<file path="src/lil_cfg.svh">
// Register map, field positions, reset values and timing counts of the LED indicator
`ifndef LIL_CFG_SVH
`define LIL_CFG_SVH

`define LIL_NSIG            5
`define LIL_NACK            4
`define LIL_ACK_SEL_W       3

`define LIL_CTRL_OFS        8'h00
`define LIL_COLOR_OFS       8'h04
`define LIL_STAT_OFS        8'h08

`define LIL_CTRL_INV_LSB    0
`define LIL_CTRL_EN_LSB     8
`define LIL_CTRL_LATCH_BIT  16
`define LIL_CTRL_ACK_LSB    20
`define LIL_COLOR_ACT_LSB   0
`define LIL_COLOR_INACT_LSB 4
`define LIL_STAT_SIG_LSB    8
`define LIL_STAT_OR_BIT     0
`define LIL_STAT_HELD_BIT   1
`define LIL_STAT_IND_BIT    2
`define LIL_STAT_GREEN_BIT  3
`define LIL_STAT_RED_BIT    4
`define LIL_STAT_FLASH_BIT  5

`define LIL_INV_RST         5'h00
`define LIL_EN_RST          5'h1F
`define LIL_LATCH_RST       1'b0
`define LIL_ACK_SEL_RST     3'h0

`define LIL_CLK_PERIOD_NS   4
`define LIL_FLASH_HALF_US   250000
`define LIL_FLASH_HALF_CYC  ((`LIL_FLASH_HALF_US * 1000) / `LIL_CLK_PERIOD_NS)

`endif

</file>
<file path="src/lil_pkg.sv">
// Types shared by the LED indicator files
`include "lil_cfg.svh"
package lil_pkg;

    typedef enum logic [2:0] {
        LIL_OFF,
        LIL_GREEN,
        LIL_RED,
        LIL_RED_FLASH,
        LIL_GREEN_FLASH
    } lil_color_t;

    typedef struct packed {
        logic [7:0]  paddr;
        logic        psel;
        logic        penable;
        logic        pwrite;
        logic [31:0] pwdata;
    } lil_apb_req_t;

    typedef struct packed {
        logic        pready;
        logic        pslverr;
        logic [31:0] prdata;
    } lil_apb_rsp_t;

    typedef struct packed {
        logic [`LIL_NSIG-1:0]     inv;
        logic [`LIL_NSIG-1:0]     en;
        logic                     latch;
        logic [`LIL_ACK_SEL_W-1:0] ack_sel;
        lil_color_t               act;
        lil_color_t               inact;
        logic                     held;
        logic                     ack_prev;
        logic                     green;
        logic                     red;
        lil_apb_rsp_t             rsp;
    } lil_state_t;

    typedef struct packed {
        logic [31:0] cnt;
        logic        phase;
    } lil_div_state_t;

endpackage

</file>
<file path="src/lil_top.sv">
// LED indicator: signal combination, latch, acknowledge, colour drive, APB registers
//
// The implementer's own choices: the register offsets and the APB slave port.
`timescale 1ns/1ns
`default_nettype none
`include "lil_cfg.svh"
// Overview of operation
// RULE_01 - Each input has its own invert bit, off after reset.
// RULE_02 - Up to five inputs are ORed; true lights the active colour.
// RULE_03 - Latch bit, off after reset, holds the indication after pickup.
// RULE_04 - Acknowledge clears a held indication only once all inputs have dropped.
// RULE_05 - Acknowledge source acts only while latching is enabled.
// RULE_06 - Active colour: green, red, red flash, green flash; group default.
// RULE_07 - OR false shows the inactive colour, or stays dark if none.
// RULE_08 - Flash modes toggle at a fixed divided rate, half on, half off.
module lil_top #(
    parameter bit          GROUP_B  = 1'b0,
    parameter int unsigned HALF_CYC = `LIL_FLASH_HALF_CYC
) (
    input  wire logic                  ref_clk,
    input  wire logic                  rst_n,
    input  wire lil_pkg::lil_apb_req_t apb_req,
    output var  lil_pkg::lil_apb_rsp_t apb_rsp,
    input  wire logic [`LIL_NSIG-1:0]  sig_in,
    input  wire logic [`LIL_NACK-1:0]  ack_in,
    output logic                       led_green,
    output logic                       led_red
);
    import lil_pkg::*;

    localparam int unsigned NSIG = `LIL_NSIG;
    localparam int unsigned NACK = `LIL_NACK;
    localparam lil_color_t  ACT_RST = lil_color_t'(GROUP_B ? LIL_RED : LIL_GREEN);

    lil_state_t        st_reg;
    lil_state_t        st_next;
    logic              flash_phase;
    logic [NSIG-1:0]   eff_sig;
    logic              or_now;
    logic              ack_lvl;
    logic              ack_evt;
    logic              ind;
    lil_color_t        show;
    logic [1:0]        paint;
    logic              access;
    logic              fire;
    logic              hit;
    logic              bad;
    logic              wr_fire;
    logic [31:0]       rd_data;

    lil_flash_div #(
        .HALF_CYC (HALF_CYC)
    ) u_flash (
        .ref_clk (ref_clk),
        .rst_n   (rst_n),
        .phase   (flash_phase)
    );

    // Disabled inputs are masked after inversion, so an unused slot never
    // lights the lamp even when its invert bit is set
    assign eff_sig = (sig_in ^ st_reg.inv) & st_reg.en; // see RULE_01
    assign or_now  = |eff_sig; // see RULE_02

    always_comb begin
        ack_lvl = 1'b0;
        for (int i = 0; i < NACK; i++) begin
            if (st_reg.ack_sel == `LIL_ACK_SEL_W'(i + 1)) begin
                ack_lvl = ack_in[i];
            end
        end
    end

    // Rising edge only, so a stuck acknowledge cannot clear a later pickup
    assign ack_evt = st_reg.latch & ack_lvl & ~st_reg.ack_prev; // see RULE_05

    assign ind  = st_reg.latch ? (st_reg.held | or_now) : or_now; // see RULE_03
    assign show = lil_color_t'(ind ? st_reg.act : st_reg.inact); // see RULE_07

    always_comb begin
        case (show)
            LIL_GREEN: begin
                paint = 2'b10; // see RULE_06
            end
            LIL_RED: begin
                paint = 2'b01; // see RULE_06
            end
            LIL_RED_FLASH: begin
                paint = {1'b0, flash_phase}; // see RULE_08
            end
            LIL_GREEN_FLASH: begin
                paint = {flash_phase, 1'b0}; // see RULE_08
            end
            default: begin
                paint = 2'b00; // see RULE_07
            end
        endcase
    end

    assign access = apb_req.psel & apb_req.penable;
    assign fire   = access & st_reg.rsp.pready;

    always_comb begin
        case (apb_req.paddr)
            `LIL_CTRL_OFS: begin
                hit = 1'b1;
            end
            `LIL_COLOR_OFS: begin
                hit = 1'b1;
            end
            `LIL_STAT_OFS: begin
                hit = 1'b1;
            end
            default: begin
                hit = 1'b0;
            end
        endcase
    end

    // Status is read only; writing it is flagged rather than dropped silently
    assign bad     = ~hit | (apb_req.pwrite & (apb_req.paddr == `LIL_STAT_OFS));
    assign wr_fire = fire & apb_req.pwrite & ~bad;

    always_comb begin
        rd_data = 32'h0000_0000;
        case (apb_req.paddr)
            `LIL_CTRL_OFS: begin
                rd_data[`LIL_CTRL_INV_LSB +: NSIG] = st_reg.inv;
                rd_data[`LIL_CTRL_EN_LSB +: NSIG]  = st_reg.en;
                rd_data[`LIL_CTRL_LATCH_BIT]       = st_reg.latch;
                rd_data[`LIL_CTRL_ACK_LSB +: `LIL_ACK_SEL_W] = st_reg.ack_sel;
            end
            `LIL_COLOR_OFS: begin
                rd_data[`LIL_COLOR_ACT_LSB +: 3]   = st_reg.act;
                rd_data[`LIL_COLOR_INACT_LSB +: 3] = st_reg.inact;
            end
            `LIL_STAT_OFS: begin
                rd_data[`LIL_STAT_OR_BIT]    = or_now;
                rd_data[`LIL_STAT_HELD_BIT]  = st_reg.held;
                rd_data[`LIL_STAT_IND_BIT]   = ind;
                rd_data[`LIL_STAT_GREEN_BIT] = st_reg.green;
                rd_data[`LIL_STAT_RED_BIT]   = st_reg.red;
                rd_data[`LIL_STAT_FLASH_BIT] = flash_phase;
                rd_data[`LIL_STAT_SIG_LSB +: NSIG] = sig_in;
            end
            default: begin
                rd_data = 32'h0000_0000;
            end
        endcase
    end

    always_comb begin
        st_next = st_reg;
        // One wait state: pready rises in the second access cycle
        st_next.rsp.pready = access & ~st_reg.rsp.pready;
        if (access & ~st_reg.rsp.pready) begin
            st_next.rsp.pslverr = bad;
            st_next.rsp.prdata  = (apb_req.pwrite | bad) ? 32'h0000_0000 : rd_data;
        end else begin
            st_next.rsp.pslverr = 1'b0;
        end
        if (wr_fire && apb_req.paddr == `LIL_CTRL_OFS) begin
            st_next.inv     = apb_req.pwdata[`LIL_CTRL_INV_LSB +: NSIG];
            st_next.en      = apb_req.pwdata[`LIL_CTRL_EN_LSB +: NSIG];
            st_next.latch   = apb_req.pwdata[`LIL_CTRL_LATCH_BIT];
            st_next.ack_sel = apb_req.pwdata[`LIL_CTRL_ACK_LSB +: `LIL_ACK_SEL_W];
        end
        if (wr_fire && apb_req.paddr == `LIL_COLOR_OFS) begin
            st_next.act   = lil_color_t'(apb_req.pwdata[`LIL_COLOR_ACT_LSB +: 3]);
            st_next.inact = lil_color_t'(apb_req.pwdata[`LIL_COLOR_INACT_LSB +: 3]);
        end
        // Pickup wins over an acknowledge in the same cycle
        if (!st_reg.latch) begin
            st_next.held = 1'b0; // see RULE_03
        end else if (or_now) begin
            st_next.held = 1'b1; // see RULE_04
        end else if (ack_evt) begin
            st_next.held = 1'b0; // see RULE_04
        end
        st_next.ack_prev = ack_lvl;
        st_next.green    = paint[1];
        st_next.red      = paint[0];
    end

    always_ff @(posedge ref_clk or negedge rst_n) begin
        if (!rst_n) begin
            st_reg          <= '0;
            st_reg.inv      <= `LIL_INV_RST; // see RULE_01
            st_reg.en       <= `LIL_EN_RST;
            st_reg.latch    <= `LIL_LATCH_RST; // see RULE_03
            st_reg.ack_sel  <= `LIL_ACK_SEL_RST;
            st_reg.act      <= ACT_RST; // see RULE_06
            st_reg.inact    <= LIL_OFF; // see RULE_07
        end else begin
            st_reg <= st_next;
        end
    end

    assign apb_rsp   = st_reg.rsp;
    assign led_green = st_reg.green;
    assign led_red   = st_reg.red;
endmodule
`default_nettype wire

</file>
<file path="src/lil_flash_div.sv">
// Flash phase generator: square wave from the system clock
`timescale 1ns/1ns
`default_nettype none
`include "lil_cfg.svh"
module lil_flash_div #(
    parameter int unsigned HALF_CYC = `LIL_FLASH_HALF_CYC
) (
    input  wire logic ref_clk,
    input  wire logic rst_n,
    output logic      phase
);
    import lil_pkg::*;

    lil_div_state_t st_reg;
    lil_div_state_t st_next;
    logic           wrap;

    // Equal halves give the fifty percent duty cycle
    assign wrap = (st_reg.cnt == 32'(HALF_CYC - 1)); // see RULE_08

    always_comb begin
        st_next = st_reg;
        if (wrap) begin
            st_next.cnt   = 32'h0000_0000;
            st_next.phase = ~st_reg.phase; // see RULE_08
        end else begin
            st_next.cnt = st_reg.cnt + 32'h0000_0001;
        end
    end

    always_ff @(posedge ref_clk or negedge rst_n) begin
        if (!rst_n) begin
            st_reg <= '0;
        end else begin
            st_reg <= st_next;
        end
    end

    assign phase = st_reg.phase;
endmodule
`default_nettype wire

</file>
<file path="config.mk">
export PLATFORM = sky130hd
export DESIGN_NAME = lil_top
export DESIGN_NICKNAME = d
export VERILOG_FILES = /design/src/lil_pkg.sv /design/src/lil_top.sv /design/src/lil_flash_div.sv
export VERILOG_INCLUDE_DIRS = /design/src /design/src/src
export SDC_FILE = /design/constraint.sdc
export NUM_CORES = 1
export LEC_CHECK = 0
export ABC_AREA = 1
export BUFFER_PORTS_ARGS = -buffer_cell sky130_fd_sc_hd__buf_2
export CAP_MARGIN = 40
export CORE_MARGIN = 1
export CORE_UTILIZATION = 56
export CTS_BUF_LIST = sky130_fd_sc_hd__clkbuf_16
export DETAILED_ROUTE_END_ITERATION = 12
export GPL_TIMING_DRIVEN = 1
export HOLD_SLACK_MARGIN = 0.12
export PLACE_DENSITY = 0.81
export SLEW_MARGIN = 20
export SYNTH_ARGS = -nofsm -noshare
export SYNTH_HDL_FRONTEND = slang
export SYNTH_HIERARCHICAL = 1
export SYNTH_SLANG_ARGS = --single-unit
</file>
<file path="constraint.sdc">
create_clock -name ref_clk -period 1.8 [get_ports ref_clk]
set_clock_uncertainty 0.05 [all_clocks]
set_input_delay 0.18 -clock ref_clk [delete_from_list [all_inputs] [get_ports ref_clk]]
set_output_delay 0.18 -clock ref_clk [all_outputs]
set_load 0.02 [all_outputs]
</file>
==> flow_metrics.tcl <==
set metrics [dict create \
    status "complete, no violations" \
    seqPwrFrac_pct 48.0 \
    drive_above_1_share_pct 17.7 \
    syn_area_sq_um 4540 \
    wl_mm 10.6 \
    final_cell_mix "nand2_1 (211), nor2_1 (92), inv_1 (73)" \
    grt_pass1_wl_mm 17.6 \
    path_cells "inv_1 > nand2_1 > nand3_1 > nand2_1 > nor2_2 > nand3_2 > or2_0 > nand3_1 > nor2_1" \
    drt_pass1_iterations 6 \
    startpoint "st_reg[54]$_DFFE_PN0P_" \
    synth_xor_area_share_pct 2.51 \
    ys_ff_latch 75 \
    yosys.area_share.simple_pct 37.0 \
    io_pins 90 \
    clk_latency_ns 0.33 \
    final_antenna_net_count 0 \
    core_sq_um 7810 \
    crit_end "led_red$_DFF_PN0_" \
    largest_register_ffs 32 \
    num_rows 32 \
    cp_max_fo 8 \
    r2r_setup_slack_ns 0.15 \
    antennaDiodeCount 0 \
    setup_viol 0 \
    ys.flop_type "dfrtp_1" \
    cts-root-buf "clkbuf_16" \
    hold_path_class "input pin to flip-flop" \
    cp-end-kind "flip-flop" \
    cts_max_level 3 \
    cp_data_required_time_ns 1.98 \
    crit_path_start_kind "flip-flop" \
    r2r_cells 9 \
    clockBufferDepth 2 \
    worst_slew_pin_slew_ns 0.548 \
    synth_area_per_cell_sq_um 7.20 \
    numCtsBuffers 9 \
    drv_slew 0 \
    rr_startpoint "st_reg[54]$_DFFE_PN0P_" \
    r2r_end "led_red$_DFF_PN0_" \
    crit_arrival_ns 1.82 \
    rsz0062_at_grt "no" \
    worstHoldStart "ack_in[2]" \
    timing.fmax_ghz 0.607 \
    dieWidth_um 92.1 \
    critical_path.max_stage_delay_ns 0.40 \
    synth_top_family_by_area "simple AND/OR/NAND/NOR gates" \
    grt_max_degree 42 \
    p_sw_share_pct 23.7 \
    hpwl_mm 7.82 \
    postCtsSetupBuffers 0 \
    slew_headroom_pct 63.2 \
    ys_warn_count 6 \
    timing.hold.ws_ns 0.148 \
    synth_compound_area_share_pct 5.73 \
    synth_edf_count 0 \
    synthAdderAreaFrac_pct 0.275 \
    cts_sinks 75 \
    synth.area.mux_share_pct 0 \
    intPower_uw 2690 \
    fp.dieH_um 92.1 \
    p_clk_share_pct 46.3 \
    wire_per_inst_um 13.1 \
    path_class "flip-flop to flip-flop" \
    fin_setup_tns_ns 0 \
    final_common_cell "nand2_1" \
    cp_slowest_cell "dfrtp_1" \
    num_vias 4134 \
    grt_usage_pct 26.8 \
    grt.overflow.total 0 \
    power.leakage_uw 0.00271 \
    synthToLayoutAreaGrowth_pct 15.6 \
    die_area_sq_um 8480 \
    grt_pass1_vias 3780 \
    cts_tree "done" \
    period_share_pct 91.6 \
    maxCapViolCount 0 \
    place_congestion 0.914 \
    share_comb_of_total_power_pct 5.7 \
    drt_iter0_drc 303 \
    start_util_pct 58.2 \
    power_density_nw_per_um2 671 \
    drc 0 \
    cts.clk_slew.worst_paths_ns 0.06 \
    vias_per_cell 5.12 \
    syn_inst 631 \
    synthArstFlopShare_pct 100 \
    min_period_ns 1.65 \
    synth.distinct_cells 40 \
    nets 755 \
    antenna_found_initial 0 \
    port_buffers 57 \
    seq_area_frac_synth_pct 41.5 \
    ir_worst_vdd_v 0.000418 \
    netSwitchingPower_uw 835 \
    hold_violations 0 \
]
==> worst max-delay path: cells and delay by family (launching register included) <==
kind | cells | cell delay [ns]
and+or+nand+nor | 8 | 0.98
DFF | 1 | 0.40
buffers and inverters | 1 | 0.11
==> timing repair <==
action,in CTS,in global routing
setup endpoints to repair,0,0
resized for setup,0,0
hold buffers,19,0
endpoints found under the hold margin,55,0
==> cell type report <==
class                   count  area (sq um)
clock buffers               9           225
clock inverters             7          45.0
fillers                   668          2560
inverters                  75           284
multi-input cells         456          2130
flip-flops and latches     75          1880
well taps                 102           128
repair buffers             83           556
==> worst min-delay path by stage <==
stage	slack, ns	cells past startpoint	end
final	0.15	5	st_reg[36]$_DFF_PN0_
after global routing	0.20	4	apb_rsp[3]$_DFFE_PN0P_
after CTS	0.16	5	st_reg[36]$_DFF_PN0_
after detailed placement	0.16	1	u_flash/st_reg[12]$_DFF_PN0_
after global placement	0.15	1	u_flash/st_reg[10]$_DFF_PN0_
after floorplan	-0.17	0	apb_rsp[0]$_DFFE_PN0P_
==> logic make-up (layout without fill, tap and decap cells) <==
logic type | after synthesis | after routing
and+or+nand+nor | 383 | 383
buffers and inverters | 115 | 174
DFF | 75 | 75
AOI/OAI and AO/OA | 43 | 43
xor gates and xnor gates | 13 | 13
adders and majority gates | 1 | 1
other | 1 | 16
==> synthesized netlist by cell type (all sizes together) (4+ instances only) <==
cell type	n	area, sq um
a21oi	9	45.0
buf	39	299
dfrtp	69	1730
dfstp	6	158
inv	75	284
nand2	219	847
nand3	34	175
nand4	10	77.6
nor2	111	494
nor3	5	47.5
o21ai	23	130
xnor2	4	35.0
xor2	9	78.8
==> layer usage <==
metal  vias to the layer above  GRT usage [%]  part of all wire, %  routed length [um]
li1                       2039              -                    -                   -
met1                      1906           38.3                   47                4930
met2                       174           41.8                   46                4830
met3                        15           3.07                  6.2                 652
met4                         0           10.4                  1.6                 172
met5                         -              0                    0                   0
==> power groups by stage <==
stage                     logic [uW]  registers [uW]  clock network (uW)
after detailed placement         170            1720                   0
after CTS                        202            1690                1650
final                            201            1690                1630
after global placement           166            1720                   0
after floorplan                 99.2            1720                   0
after global routing             222            1690                1700
==> stage by stage <==
stage / instance area (sq um) / power, uW / setup WS, ns / instances / utilization [%]
finish: 5250 / 3520 / 0.152 / 807 / 67.3
global route: 5250 / 3610 / 0.0143 / 807 / 67.3
CTS: 5250 / 3540 / 0.163 / 807 / 67.3
detailed placement: 4790 / 1890 / 0.0912 / 772 / 61.4
global placement: 4790 / 1890 / 0.193 / 772 / 61.4
floorplan: 4600 / 1820 / 0.389 / 646 / -
Power figures use the tool's default switching activity.
